--- config.mk ---
export PLATFORM = sky130hd
export DESIGN_NAME = frm_fault_reset_mask_bank
export DESIGN_NICKNAME = d
export VERILOG_FILES = /design/src/verilog/frm_sticky_bank_unused.sv /design/src/inc/frm_pkg.sv /design/src/inc/frm_core_if.sv /design/src/verilog/frm_sticky_bank.sv /design/src/verilog/frm_reset_gate.sv /design/src/verilog/frm_fault_reset_mask_bank.sv
export VERILOG_INCLUDE_DIRS = /design/src /design/src/inc
export SDC_FILE = /design/constraint.sdc
export NUM_CORES = 1
export LEC_CHECK = 0
export ABC_CLOCK_PERIOD_IN_PS = 1800
export BUFFER_PORTS_ARGS = -buffer_cell sky130_fd_sc_hd__buf_2
export CAP_MARGIN = 20
export CORE_ASPECT_RATIO = 0.75
export CORE_MARGIN = 4
export CORE_UTILIZATION = 47
export CTS_BUF_LIST = sky130_fd_sc_hd__clkbuf_8 sky130_fd_sc_hd__clkbuf_16
export DETAILED_ROUTE_END_ITERATION = 8
export PLACE_DENSITY = 0.83
export SYNTH_ARGS = -nofsm -noshare
export SYNTH_HDL_FRONTEND = slang
export SYNTH_SLANG_ARGS = --single-unit
--- constraint.sdc ---
create_clock -name clk -period 1.8 [get_ports clk]
set_input_delay 0.09 -clock clk [delete_from_list [all_inputs] [get_ports clk]]
set_output_delay 0.09 -clock clk [all_outputs]
set_load 0.01 [all_outputs]
--- src/inc/frm_cfg.svh ---
// Register map, field positions, reset values and widths of the fault reset bank
`ifndef FRM_CFG_SVH
`define FRM_CFG_SVH
`define FRM_ADDR_W 16
`define FRM_DATA_W 32
`define FRM_OFS_STICKY 16'h2030
`define FRM_OFS_UV_EN 16'h2034
`define FRM_OFS_OV_EN 16'h2038
`define FRM_OFS_WARN_EN 16'h203C
`define FRM_OFS_OT_EN 16'h2040
`define FRM_OFS_MISC_EN 16'h2044
`define FRM_OFS_IRQ_STAT 16'h2100
`define FRM_OFS_IRQ_MASK 16'h2104
`define FRM_STICKY_W 7
`define FRM_UV_W 15
`define FRM_OV_W 14
`define FRM_WARN_W 14
`define FRM_OT_W 12
`define FRM_MISC_W 6
`define FRM_MISC_LO 23
`define FRM_MISC_HI 28
`define FRM_CAT_N 5
`define FRM_IRQ_W 12
`define FRM_IRQ_CAT_LO 7
`define FRM_IRQ_CAT_HI 11
`define FRM_GATE_W 61
`define FRM_GATE_UV_LO 0
`define FRM_GATE_OV_LO 15
`define FRM_GATE_WARN_LO 29
`define FRM_GATE_OT_LO 43
`define FRM_GATE_MISC_LO 55
`define FRM_BIT_THERMAL 6
`define FRM_BIT_LDO5_OV 5
`define FRM_BIT_LDO3_OV 4
`define FRM_BIT_LDO1_OV 3
`define FRM_BIT_LDO5_UV 2
`define FRM_BIT_LDO3_UV 1
`define FRM_BIT_LDO1_UV 0
`define FRM_BIT_IO_LOCKOUT 14
`define FRM_BIT_MON_HI 13
`define FRM_BIT_MON_LO 12
`define FRM_MISC_WD1_EDGE 5
`define FRM_MISC_WD0_EDGE 4
`define FRM_MISC_OSEL 3
`define FRM_MISC_MODE 2
`define FRM_MISC_SYNC 1
`define FRM_MISC_WD1_PULSE 0
`define FRM_UV_RST_VAL 15'h4C27
`define FRM_OV_RST_VAL 14'h0C27
`define FRM_WARN_RST_VAL 14'h0000
`define FRM_OT_RST_VAL 12'h000
`define FRM_MISC_RST_VAL 6'h00
`define FRM_STICKY_RST_VAL 7'h00
`define FRM_IRQ_RST_VAL 12'h000
`define FRM_CAT_RST_VAL 5'h00
`define FRM_WORD_ZERO 32'h0000_0000
`endif

--- src/verilog/frm_sticky_bank_unused.sv ---
// Spare source slot of the fault reset bank; it holds no logic

--- src/inc/frm_pkg.sv ---
// Shared types of the fault reset bank
`include "frm_cfg.svh"
package frm_pkg;
    typedef logic [`FRM_DATA_W-1:0] frm_word_t;
    typedef enum logic [3:0] {
        SEL_NONE,
        SEL_STICKY,
        SEL_UV_EN,
        SEL_OV_EN,
        SEL_WARN_EN,
        SEL_OT_EN,
        SEL_MISC_EN,
        SEL_IRQ_STAT,
        SEL_IRQ_MASK
    } frm_reg_sel_t;
endpackage : frm_pkg

--- src/inc/frm_core_if.sv ---
// Signals between the bank top and its latch and gate children
`timescale 1ns/1ns
`include "frm_cfg.svh"
interface frm_core_if;
    logic [`FRM_STICKY_W-1:0] stickyEvt;
    logic [`FRM_STICKY_W-1:0] stickyClr;
    logic [`FRM_STICKY_W-1:0] stickyFlags;
    logic [`FRM_STICKY_W-1:0] stickyNew;
    logic [`FRM_GATE_W-1:0] gateLive;
    logic [`FRM_GATE_W-1:0] gateEnable;
    logic [`FRM_CAT_N-1:0] catHit;
    logic gateAssert;
    modport bank (output stickyEvt, output stickyClr, input stickyFlags, input stickyNew,
                  output gateLive, output gateEnable, input catHit, input gateAssert);
    modport latch (input stickyEvt, input stickyClr, output stickyFlags, output stickyNew);
    modport gate (input gateLive, input gateEnable, output catHit, output gateAssert);
endinterface : frm_core_if

--- src/verilog/frm_sticky_bank.sv ---
// Write-one-to-clear fault latches
`timescale 1ns/1ns
`include "frm_cfg.svh"
module frm_sticky_bank (
    // Clock and reset
    input wire logic clk,
    input wire logic reset,
    // Core link
    frm_core_if.latch core
);
    logic [`FRM_STICKY_W-1:0] flag_ff;

    genvar i;
    generate
        for (i = 0; i < `FRM_STICKY_W; i++) begin : g_bit
            // An event in the clearing cycle keeps the bit set
            always_ff @(posedge clk) begin
                if (reset) begin
                    flag_ff[i] <= 1'b0;
                end else if (core.stickyEvt[i]) begin
                    flag_ff[i] <= 1'b1;
                end else if (core.stickyClr[i]) begin
                    flag_ff[i] <= 1'b0;
                end
            end
            assign core.stickyNew[i] = core.stickyEvt[i] & ~flag_ff[i];
        end
    endgenerate

    assign core.stickyFlags = flag_ff;
endmodule : frm_sticky_bank

--- src/verilog/frm_reset_gate.sv ---
// Gates live fault status with the reset enables
`timescale 1ns/1ns
`include "frm_cfg.svh"
module frm_reset_gate (
    // Core link
    frm_core_if.gate core
);
    logic [`FRM_GATE_W-1:0] hit;

    genvar i;
    generate
        for (i = 0; i < `FRM_GATE_W; i++) begin : g_src
            assign hit[i] = core.gateLive[i] & core.gateEnable[i];
        end
    endgenerate

    assign core.catHit[0] = |hit[`FRM_GATE_OV_LO-1:`FRM_GATE_UV_LO];
    assign core.catHit[1] = |hit[`FRM_GATE_WARN_LO-1:`FRM_GATE_OV_LO];
    assign core.catHit[2] = |hit[`FRM_GATE_OT_LO-1:`FRM_GATE_WARN_LO];
    assign core.catHit[3] = |hit[`FRM_GATE_MISC_LO-1:`FRM_GATE_OT_LO];
    assign core.catHit[4] = |hit[`FRM_GATE_W-1:`FRM_GATE_MISC_LO];
    assign core.gateAssert = |hit;
endmodule : frm_reset_gate

--- src/verilog/frm_fault_reset_mask_bank.sv ---
// Fault latch tail, reset enable registers, reset pin and interrupt logic
`timescale 1ns/1ns
`include "frm_cfg.svh"

// Behaviour
// - A thermal shutdown event sets sticky bit 6 of the fault latch word, which stays set.
// - Bits 5, 4 and 3 latch input overvoltage of regulators five, three and one.
// - Bits 2, 1 and 0 latch input undervoltage of regulators five, three and one.
// - A reset enable field of 1 lets its live status reach the reset pin, 0 blocks it.
// - The undervoltage enable holds monitors at 13 and 12, regulators at 11 to 0.
// - The undervoltage enable resets with bits 14, 11, 10, 5, 2, 1 and 0 set.
// - The overvoltage enable holds monitors at 13 and 12, regulators at 11 to 0.
// - The overvoltage enable resets with bits 11, 10, 5, 2, 1 and 0 set.
// - The warning enable has the overvoltage layout and resets to all zero.
// - The overtemperature enable has twelve fields, all reset to zero.
// - The misc enable gates six sources at bits 28 to 23, all reset to zero.
module frm_fault_reset_mask_bank (
    // Clock and reset
    input wire logic clk,
    input wire logic reset,

    // Register port, address and write side
    input wire logic [`FRM_ADDR_W-1:0] regAddr,
    input wire logic [`FRM_DATA_W-1:0] regWrData,
    input wire logic regWrEn,

    // Register port, read side
    input wire logic regRdEn,
    output logic [`FRM_DATA_W-1:0] regRdData,

    // Thermal event
    input wire logic thermalShutdown,

    // Regulator input overvoltage events
    input wire logic ldoFiveInputOvervoltage,
    input wire logic ldoThreeInputOvervoltage,
    input wire logic ldoOneInputOvervoltage,

    // Regulator input undervoltage events
    input wire logic ldoFiveInputUndervoltage,
    input wire logic ldoThreeInputUndervoltage,
    input wire logic ldoOneInputUndervoltage,

    // Live undervoltage status
    input wire logic ioSupplyLockoutLive,
    input wire logic [`FRM_UV_W-2:0] uvLive,

    // Live overvoltage status
    input wire logic [`FRM_OV_W-1:0] ovLive,

    // Live warning status
    input wire logic [`FRM_WARN_W-1:0] warnLive,

    // Live overtemperature status
    input wire logic [`FRM_OT_W-1:0] otLive,

    // Live misc status
    input wire logic watchdogInputOneEdge,
    input wire logic watchdogInputZeroEdge,
    input wire logic outputSelectPinDetect,
    input wire logic modePinDetect,
    input wire logic clockSyncFail,
    input wire logic watchdogInputOnePulseFail,

    // Reset pin
    output logic resetOutN,

    // Interrupt
    output logic irq
);
    frm_core_if core ();

    // Register state
    logic [`FRM_UV_W-1:0] undervoltageResetEnable_ff;
    logic [`FRM_OV_W-1:0] overvoltageResetEnable_ff;
    logic [`FRM_WARN_W-1:0] warningResetEnable_ff;
    logic [`FRM_OT_W-1:0] overtemperatureResetEnable_ff;
    logic [`FRM_MISC_W-1:0] miscResetEnable_ff;
    logic [`FRM_IRQ_W-1:0] irqStatus_ff;
    logic [`FRM_IRQ_W-1:0] irqMask_ff;
    logic [`FRM_CAT_N-1:0] catPrev_ff;
    logic [`FRM_DATA_W-1:0] regRdData_ff;
    logic resetOutN_ff;
    logic irq_ff;

    // Next values
    logic [`FRM_DATA_W-1:0] nxt_regRdData;
    logic [`FRM_IRQ_W-1:0] nxt_irqStatus;
    logic nxt_resetOutN;
    logic nxt_irq;

    // Decode and event terms
    frm_pkg::frm_reg_sel_t regSel;
    logic [`FRM_UV_W-1:0] uvAll;
    logic [`FRM_MISC_W-1:0] miscLive;
    logic [`FRM_STICKY_W-1:0] stickyEvents;
    logic [`FRM_CAT_N-1:0] catRise;
    logic [`FRM_IRQ_W-1:0] irqSet;
    logic wrSticky;
    logic wrUv;
    logic wrOv;
    logic wrWarn;
    logic wrOt;
    logic wrMisc;
    logic wrIrqMask;
    logic rdIrqStat;
    logic rdHit;

    // Address decode; the full address is compared so aliases never answer
    always_comb begin
        unique case (regAddr)
            `FRM_OFS_STICKY: regSel = frm_pkg::SEL_STICKY;
            `FRM_OFS_UV_EN: regSel = frm_pkg::SEL_UV_EN;
            `FRM_OFS_OV_EN: regSel = frm_pkg::SEL_OV_EN;
            `FRM_OFS_WARN_EN: regSel = frm_pkg::SEL_WARN_EN;
            `FRM_OFS_OT_EN: regSel = frm_pkg::SEL_OT_EN;
            `FRM_OFS_MISC_EN: regSel = frm_pkg::SEL_MISC_EN;
            `FRM_OFS_IRQ_STAT: regSel = frm_pkg::SEL_IRQ_STAT;
            `FRM_OFS_IRQ_MASK: regSel = frm_pkg::SEL_IRQ_MASK;
            default: regSel = frm_pkg::SEL_NONE;
        endcase
    end

    assign rdHit = regRdEn & (regSel != frm_pkg::SEL_NONE);

    // One strobe per word keeps each register process to a single term
    assign wrSticky = regWrEn & (regSel == frm_pkg::SEL_STICKY);
    assign wrUv = regWrEn & (regSel == frm_pkg::SEL_UV_EN);
    assign wrOv = regWrEn & (regSel == frm_pkg::SEL_OV_EN);
    assign wrWarn = regWrEn & (regSel == frm_pkg::SEL_WARN_EN);
    assign wrOt = regWrEn & (regSel == frm_pkg::SEL_OT_EN);
    assign wrMisc = regWrEn & (regSel == frm_pkg::SEL_MISC_EN);
    assign wrIrqMask = regWrEn & (regSel == frm_pkg::SEL_IRQ_MASK);
    assign rdIrqStat = regRdEn & (regSel == frm_pkg::SEL_IRQ_STAT);

    // Sticky event routing into the latch word
    always_comb begin
        stickyEvents = `FRM_STICKY_RST_VAL;
        stickyEvents[`FRM_BIT_THERMAL] = thermalShutdown;
        stickyEvents[`FRM_BIT_LDO5_OV] = ldoFiveInputOvervoltage;
        stickyEvents[`FRM_BIT_LDO3_OV] = ldoThreeInputOvervoltage;
        stickyEvents[`FRM_BIT_LDO1_OV] = ldoOneInputOvervoltage;
        stickyEvents[`FRM_BIT_LDO5_UV] = ldoFiveInputUndervoltage;
        stickyEvents[`FRM_BIT_LDO3_UV] = ldoThreeInputUndervoltage;
        stickyEvents[`FRM_BIT_LDO1_UV] = ldoOneInputUndervoltage;
    end

    assign core.stickyEvt = stickyEvents;

    // Write one clears only the written ones; a write of zero is harmless
    assign core.stickyClr = wrSticky ?
                            regWrData[`FRM_STICKY_W-1:0] : `FRM_STICKY_RST_VAL;

    frm_sticky_bank u_sticky (
        .clk(clk),
        .reset(reset),
        .core(core)
    );

    // Live status assembly in gate order
    always_comb begin
        uvAll = {1'b0, uvLive};
        uvAll[`FRM_BIT_IO_LOCKOUT] = ioSupplyLockoutLive;
    end

    always_comb begin
        miscLive = `FRM_MISC_RST_VAL;
        miscLive[`FRM_MISC_WD1_EDGE] = watchdogInputOneEdge;
        miscLive[`FRM_MISC_WD0_EDGE] = watchdogInputZeroEdge;
        miscLive[`FRM_MISC_OSEL] = outputSelectPinDetect;
        miscLive[`FRM_MISC_MODE] = modePinDetect;
        miscLive[`FRM_MISC_SYNC] = clockSyncFail;
        miscLive[`FRM_MISC_WD1_PULSE] = watchdogInputOnePulseFail;
    end

    assign core.gateLive = {miscLive, otLive, warnLive, ovLive, uvAll};
    assign core.gateEnable = {miscResetEnable_ff, overtemperatureResetEnable_ff,
                              warningResetEnable_ff, overvoltageResetEnable_ff,
                              undervoltageResetEnable_ff};

    frm_reset_gate u_gate (
        .core(core)
    );

    // Undervoltage reset enable
    always_ff @(posedge clk) begin
        if (reset) begin
            undervoltageResetEnable_ff <= `FRM_UV_RST_VAL;
        end else if (wrUv) begin
            undervoltageResetEnable_ff <= regWrData[`FRM_UV_W-1:0];
        end
    end

    // Overvoltage reset enable
    always_ff @(posedge clk) begin
        if (reset) begin
            overvoltageResetEnable_ff <= `FRM_OV_RST_VAL;
        end else if (wrOv) begin
            overvoltageResetEnable_ff <= regWrData[`FRM_OV_W-1:0];
        end
    end

    // Warning reset enable
    always_ff @(posedge clk) begin
        if (reset) begin
            warningResetEnable_ff <= `FRM_WARN_RST_VAL;
        end else if (wrWarn) begin
            warningResetEnable_ff <= regWrData[`FRM_WARN_W-1:0];
        end
    end

    // Overtemperature reset enable
    always_ff @(posedge clk) begin
        if (reset) begin
            overtemperatureResetEnable_ff <= `FRM_OT_RST_VAL;
        end else if (wrOt) begin
            overtemperatureResetEnable_ff <= regWrData[`FRM_OT_W-1:0];
        end
    end

    // Misc reset enable; only the six covered fields are stored
    always_ff @(posedge clk) begin
        if (reset) begin
            miscResetEnable_ff <= `FRM_MISC_RST_VAL;
        end else if (wrMisc) begin
            miscResetEnable_ff <= regWrData[`FRM_MISC_HI:`FRM_MISC_LO];
        end
    end

    // Reset pin; held low during device reset so loads never see a glitch high
    assign nxt_resetOutN = ~core.gateAssert;

    always_ff @(posedge clk) begin
        if (reset) begin
            resetOutN_ff <= 1'b0;
        end else begin
            resetOutN_ff <= nxt_resetOutN;
        end
    end

    // Category history, so a category raises its status bit once per rise
    always_ff @(posedge clk) begin
        if (reset) begin
            catPrev_ff <= `FRM_CAT_RST_VAL;
        end else begin
            catPrev_ff <= core.catHit;
        end
    end

    assign catRise = core.catHit & ~catPrev_ff;

    // Latch rises fill the low status bits, category rises the bits above them
    always_comb begin
        irqSet = `FRM_IRQ_RST_VAL;
        irqSet[`FRM_STICKY_W-1:0] = core.stickyNew;
        irqSet[`FRM_IRQ_CAT_HI:`FRM_IRQ_CAT_LO] = catRise;
    end

    // Read clears the status, but an event in the same cycle survives
    always_comb begin
        nxt_irqStatus = irqStatus_ff | irqSet;
        if (rdIrqStat) begin
            nxt_irqStatus = irqSet;
        end
    end

    always_ff @(posedge clk) begin
        if (reset) begin
            irqStatus_ff <= `FRM_IRQ_RST_VAL;
        end else begin
            irqStatus_ff <= nxt_irqStatus;
        end
    end

    // Interrupt mask
    always_ff @(posedge clk) begin
        if (reset) begin
            irqMask_ff <= `FRM_IRQ_RST_VAL;
        end else if (wrIrqMask) begin
            irqMask_ff <= regWrData[`FRM_IRQ_W-1:0];
        end
    end

    // Interrupt level follows the next status so it never lags a read clear
    assign nxt_irq = |(nxt_irqStatus & irqMask_ff);

    always_ff @(posedge clk) begin
        if (reset) begin
            irq_ff <= 1'b0;
        end else begin
            irq_ff <= nxt_irq;
        end
    end

    // Read mux; reserved bits and unmapped addresses read zero
    always_comb begin
        nxt_regRdData = `FRM_WORD_ZERO;
        if (rdHit) begin
            unique case (regSel)
                frm_pkg::SEL_STICKY: begin
                    nxt_regRdData[`FRM_STICKY_W-1:0] = core.stickyFlags;
                end
                frm_pkg::SEL_UV_EN: begin
                    nxt_regRdData[`FRM_UV_W-1:0] = undervoltageResetEnable_ff;
                end
                frm_pkg::SEL_OV_EN: begin
                    nxt_regRdData[`FRM_OV_W-1:0] = overvoltageResetEnable_ff;
                end
                frm_pkg::SEL_WARN_EN: begin
                    nxt_regRdData[`FRM_WARN_W-1:0] = warningResetEnable_ff;
                end
                frm_pkg::SEL_OT_EN: begin
                    nxt_regRdData[`FRM_OT_W-1:0] = overtemperatureResetEnable_ff;
                end
                frm_pkg::SEL_MISC_EN: begin
                    nxt_regRdData[`FRM_MISC_HI:`FRM_MISC_LO] = miscResetEnable_ff;
                end
                frm_pkg::SEL_IRQ_STAT: begin
                    nxt_regRdData[`FRM_IRQ_W-1:0] = irqStatus_ff;
                end
                frm_pkg::SEL_IRQ_MASK: begin
                    nxt_regRdData[`FRM_IRQ_W-1:0] = irqMask_ff;
                end
                frm_pkg::SEL_NONE: begin
                    nxt_regRdData = `FRM_WORD_ZERO;
                end
            endcase
        end
    end

    // Read data stands for one cycle only, zero otherwise
    always_ff @(posedge clk) begin
        if (reset) begin
            regRdData_ff <= `FRM_WORD_ZERO;
        end else begin
            regRdData_ff <= nxt_regRdData;
        end
    end

    // Reserved bits and unmapped words have no strobe, so writes to them are dropped

    assign regRdData = regRdData_ff;
    assign resetOutN = resetOutN_ff;
    assign irq = irq_ff;
endmodule : frm_fault_reset_mask_bank

* Word-level counts from Yosys, hierarchy flattened *
Cells that the tools add are included.

operators by class
  reduce and logical (&&, ||, !) cells = 18
  bitwise logic cells = 92
  muxes and demuxes = 20
  equal/unequal tests = 16

operator list
  operator                count
  $eq A16 B14 Y1 const B  8
  $and A1 B1 Y1           77
  $reduce_or A61 Y1       1
  $pmux W7 S7             1
  $pmux W4 S8             1
  $pmux W5 S6             1
  $reduce_or A14 Y1       2
  $reduce_or A12 Y1       2
  $eq A4 B3 Y1 const B    4
  $reduce_or A15 Y1       1
  $mux W1                 14
  $reduce_bool A2 Y1      7
  $and A12 B12 Y12        1
  $mux W12                1
  $or A12 B12 Y12         1
  $not A1 Y1              11
  $eq A4 B2 Y1 const B    2
  $mux W7                 1
  $pmux W2 S3             1
  $reduce_or A3 Y1        2
  $reduce_or A6 Y1        1
  $and A5 B5 Y5           1
  $not A5 Y5              1
  $eq A4 B1 Y1 const B    1
  3 further kinds         3

storage, ports and cells
  bits of input ports = 120
  output and inout bits = 34
  word-level logic and storage cells = 167
  flip-flop bits (word level) = 131

* Depth between registers and ports, before layout *
  word-level depth = 7
  gate-level depth with buffers = 9
  depth with buffers taken out = 6

* Modules after synthesis *
A second synthesis with hierarchy kept.

unflattened totals
  cells, all modules = 634
  area total of the unflattened synthesis = 5362.6 um^2

modules (own cells, without submodules)
  module                     area an instance (um^2)  times used  cells each
  frm_fault_reset_mask_bank  4765.8                   1           556
  frm_reset_gate             325.3                    1           43
  frm_sticky_bank            271.5                    1           35

* Worst setup path after synthesis *
Ideal clock, no wire load.

  path kind = input-to-reg
  start = input regAddr[12]
  end = register overtemperatureResetEnable_ff[10]
  cell stages on the path = 8
  slack = 153 ps
  data arrival time = 1520 ps
  library setup time = 128 ps
  path buffers = 2
  cells stage by stage = nor4b_4 and4_1 and3_2 and2_1 buf_4 buf_12 mux2i_1 nor2_1

between the ends
  cells in the longest elaborated chain, start to end = 4
  elaborated cells on any way between the ends = 11

RTL lines
  element               RTL line                          source
  start, declared       frm_fault_reset_mask_bank.sv:23   input wire logic [`FRM_ADDR_W-1:0] regAddr,
  $eq A16 B14 Y1        frm_fault_reset_mask_bank.sv:111  unique case (regAddr)
  $pmux W4 S8 (*)       frm_fault_reset_mask_bank.sv:111
  $eq A4 B3 Y1 (*)      frm_fault_reset_mask_bank.sv:131  assign wrOt = regWrEn & (regSel == frm_pkg::SEL_OT_EN);
  $and A1 B1 Y1 (*)     frm_fault_reset_mask_bank.sv:131
  end signal, assigned  frm_fault_reset_mask_bank.sv:215  overtemperatureResetEnable_ff <= `FRM_OT_RST_VAL;
  end signal, assigned  frm_fault_reset_mask_bank.sv:217  overtemperatureResetEnable_ff <= regWrData[`FRM_OT_W-1:0];
  end, declared         frm_fault_reset_mask_bank.sv:77   logic [`FRM_OT_W-1:0] overtemperatureResetEnable_ff;

Mark *: on every way between the ends. The rest lies on a longest branch, timed or not.
A chain may end at the register's enable or synchronous reset.

* Worst setup path in the final report *
  start = register u_sticky.flag_ff[2] (netlist: u_sticky.core.stickyFlags[2])
  end = register irq_ff (netlist: irq)

between the ends
  cells in the longest elaborated chain, start to end = 6

RTL lines
  element                          RTL line                          source
  start, declared                  frm_sticky_bank.sv:11             logic [`FRM_STICKY_W-1:0] flag_ff;
  start signal, assigned by index  frm_sticky_bank.sv:19             flag_ff[i] <= 1'b0;
  start signal, assigned by index  frm_sticky_bank.sv:21             flag_ff[i] <= 1'b1;
  start signal, assigned by index  frm_sticky_bank.sv:23             flag_ff[i] <= 1'b0;
  $not A1 Y1 (*)                   frm_sticky_bank.sv:26             assign core.stickyNew[i] = core.stickyEvt[i] & ~flag_ff[i];
  $and A1 B1 Y1 (*)                frm_sticky_bank.sv:26
  $or A12 B12 Y12                  frm_fault_reset_mask_bank.sv:261  nxt_irqStatus = irqStatus_ff | irqSet;
  $mux W12 (*)                     frm_fault_reset_mask_bank.sv:262  if (rdIrqStat) begin
  $and A12 B12 Y12 (*)             frm_fault_reset_mask_bank.sv:285  assign nxt_irq = |(nxt_irqStatus & irqMask_ff);
  $reduce_or A12 Y1 (*)            frm_fault_reset_mask_bank.sv:285
  end signal, assigned             frm_fault_reset_mask_bank.sv:291  irq_ff <= nxt_irq;
  end, declared                    frm_fault_reset_mask_bank.sv:84   logic irq_ff;

Marks and branches as above.

==> results.md <==
GRT:
- The number of antenna violations at the first check in global routing is 0.
- Summed over all layers, the global routing overflow is 0.
- The number of global-route vias before repair is 5230.
- The global-route wire length before repair is 26600 um.
- The maximum number of pins on one net before global-route repair is 100.
- For this run, the total global-route usage over all layers was measured as 26.4%.

Route:
- For this run, design rule violations remaining after detail routing come to 0.
- The total vias in the final route is 5557.
- The post-detailed-route via-to-cell ratio is 5.66.
- The first-pass iteration count of the detailed router is 6.
- The routed design has 17400 um of wire.
- After detailed routing, the average wire length per cell comes to 17.7 um.
- The number of DRC markers after the initial detailed-route iteration is 624.
- The post-detailed-route count of antenna-violating nets is 0.

Timing:
- The maximum clock rate is 0.528 GHz.
- The post-route fraction of the period consumed by the critical path is 105%.
- The number of slew-limit violations in the final report is 0.
- The relative slew slack is 31.7%.
- The worst path in the final design needs a cycle of 1.89 ns, including I/O delays and setup.
- Setup violations remaining at the end of the flow were counted as 1.
- The number of endpoints with negative hold slack in the final report is 0.
- The worst clock skew is 0.00660 ns.
- Setup repair after global routing could not meet its margin everywhere.
- The pin slew with the least headroom to its limit is 1.03 ns.
- The setup TNS after final layout is -0.0926 ns.
- Once routing completed, OpenROAD measured the worst setup slack at -0.0926 ns.

Logic synthesis:
- The cell area that synthesis handed to floorplanning was 0.00533 mm2.
- The proportion of synthesized flip-flops having asynchronous set or reset is 0%.
- The synthesis warning total is 0.
- The predominant post-synthesis flop cell is dfxtp_1.
- The share of the Yosys chip area taken by registers is 45.1%.
- The number of register bits inferred by synthesis is 120.
- Of the post-synthesis cell area, the dominant cell type holds 45.1%.
- dfxtp_1 takes more of the synthesized area than any other cell.
- The unique cell type count in the Yosys netlist is 51.
- The mean area per synthesized cell is 8.34 um2.
- The most frequent cell after synthesis is nand2_1.
- The cell count after synthesis is 639.
- The count of flip-flops with a built-in enable after synthesis is 0.
- By count the netlist is led by nand2_1, dfxtp_1, a21oi_1.
- Ranked by total cell area, the synthesized netlist is headed by dfxtp_1, nand2_1, a21oi_1.

Run status:
- The final reports fail on negative setup slack.
- The flow ran to the end, but the final reports show violations.

Clock network:
- The maximum level of the CTS H-tree is 4.
- Counting the buffers created by CTS gives 17.
- CTS placed an instance of clkbuf_16 at the clock tree root.
- The later-pin clock latency in the skew report is 0.42 ns.
- The clock-pin slew on the worst setup and hold paths is 0.06 ns.
- The clock passes through at most 2 buffers.
- The clock tree from TritonCTS is yes.
- The number of clock sinks is 120.

Floorplan:
- The placeable core region is 0.0110 mm2.
- In this run the count of I/O pins placed on the die edge is 154.
- The die height is 100 um.
- The starting density of the core is 48.5%.
- The die area is 0.0131 mm2.
- The width of the die is 131 um.
- In this run the core area contains 33 standard-cell rows.

Worst setup path:
- The critical path is of the flip-flop to flip-flop type.
- The maximum net fanout on the critical path is 2.
- The library cell contributing the largest single delay on the critical path is or4b_4.
- The element type at the critical path end is a flip-flop.
- The arrival time of data at the critical path endpoint is 2.14 ns.
- The largest stage delay on the critical path is 0.48 ns.
- The worst setup path is launched from a flip-flop.
- The number of buffers and inverters on the critical path is 0.
- The required time of the worst setup path is 2.04 ns.
- The cell family contributing the most delay on the critical path is simple AND/OR/NAND/NOR gates.
- The signal on the critical path passes through nor2b_2 -> or4b_4 -> o221ai_2 -> nand4_1 -> a2111oi_4 -> a41oi_2.

Placed design:
- The cell area reported after detailed placement is 0.00635 mm2.
- The number of buffers added on ports is 131.
- The number of placed instances, taps included is 922.
- The placement-stage worst setup slack is -0.281 ns.
- The half-perimeter wire length after placement is 12600 um.
- The global placer's final weighted congestion is 0.945.

Cells and area:
- Summing all non-filler instances in the final layout gives an area of 0.00733 mm2.
- The fraction of final layout cells sized beyond drive strength 1 is 28.1%.
- The area taken by flip-flops and latches is 0.00240 mm2.
- The area of the multi-input gates is 0.00274 mm2.
- The net total in the final layout is 949.
- The number of filler instances in the final layout is 863.
- The synthesis-to-finish area growth is 37.6%.
- The count of non-filler cells in the finished layout is 982.
- The number of antenna diodes in the final layout is 0.

Power and ir drop:
- The maximum VDD drop is 681 uV.
- The clock group share of total power is 53.4%.
- Per report_power, the combinational group accounts for 6.4% of the total.
- The switching power as a share of total power is 22.6%.
- For this design the ratio of total power to cell area is 918 mW/mm2.
- The sequential share of power is 40.3%.
- The internal power is 5200 uW.
- The leakage power of the design is 0.00299 uW.
- The analysis attributes to net switching a power of 1520 uW.

Worst hold path:
- The min-delay analysis places its worst path in the category input port to flip-flop.

Run:
- The number of max-cap violations is 0.
-- final timing paths --
kind                    to                    startpoint  cells after the start  slack, ns
min reg2reg  irqMask_ff[5]                 irqMask_ff[5]                      2       0.46
min          irqMask_ff[9]                  regWrData[9]                      3       0.03
max reg2reg            irq  u_sticky.core.stickyFlags[2]                      6      -0.09
max                    irq  u_sticky.core.stickyFlags[2]                      6      -0.09
-- metal layers --
layer | vias up | track usage (%) | wire length [um]
met3 | 49 | 7.07 | 1920
met2 | 353 | 39.1 | 7700
li1 | 2612 | - | -
met1 | 2543 | 36.5 | 7230
met5 | - | 0 | 0
met4 | 0 | 10.3 | 516
-- cell type report --
type                       instances  share of cell area (%)
multi-input combinational        475                    37.4
sequential                       120                    32.8
timing repair buffer             206                    18.4
clock buffer                      17                    5.81
clock inverter                    15                    2.78
tap                              140                    2.39
inverter                           9                   0.461
-- placed cells by master, fill, tap and decap left out, drive strengths merged, types with 4 or more instances in the layout --
master	instances
conb	11
nand3	11
mux2i	32
o21ai	12
nor2b	10
clkinvlp	4
bufinv	4
nand3b	13
nor2	69
a21oi	75
and2	9
dfxtp	120
buf	179
a221oi	13
clkbuf	17
a22oi	32
dlygate4sd3	27
nor3	9
inv	9
nand4	6
clkinv	7
nand2	138
a22o	4
-- power groups by stage --
stage          Combinational, uW  Sequential [uW]  Clock (uW)
3_5_place_dp                 367             2760           0
5_1_grt                      457             2710        3720
4_1_cts                      413             2710        3590
3_3_place_gp                 361             2760           0
2_1_floorplan                166             2760           0
6_report                     429             2710        3590
-- logic make-up (layout without fill, tap and decap cells) --
kind of cell    after synthesis  count (layout)  share of synthesized area (%)
buf+inv                      54             247                           5.57
mux                          32              32                           6.01
simple gates                280             280                           25.1
flops                       120             120                           45.1
compound gates              152             152                           18.2
other cells                   1              11                         0.0704
-- timing repair --
action | in CTS | in global routing
endpoints found under the hold margin | 51 | 0
gates resized for setup | 4 | 11
buffers inserted | 1 | 0
endpoints found under the setup margin | 1 | 2
hold buffers | 27 | 0
pin swaps | 4 | 7
-- state kept, by name (all words and copies together), names as in the netlist --
register	flops
miscResetEnable_ff	6
irqMask_ff	12
catPrev_ff	5
undervoltageResetEnable_ff	15
warningResetEnable_ff	14
u_sticky.core.stickyFlags	7
irqStatus_ff	12
resetOutN	1
overtemperatureResetEnable_ff	12
overvoltageResetEnable_ff	14
regRdData	21
irq	1
-- worst register-to-register path, delay by kind of cell (launching register included) --
family          cells  cell delay [ns]
simple gates        3             0.72
compound gates      3             0.67
flops               1             0.34
-- metrics by stage --
step | hold slack, ns | utilization [%] | total power (uW)
5_1_grt | 0.0154 | 66.7 | 6890
2_1_floorplan | 0.207 | - | 2920
4_1_cts | 0.0118 | 66.2 | 6710
3_5_place_dp | 0.310 | 57.8 | 3130
3_3_place_gp | 0.302 | 57.8 | 3120
6_report | 0.0264 | 66.7 | 6730
(Power assumes the default switching activity.)
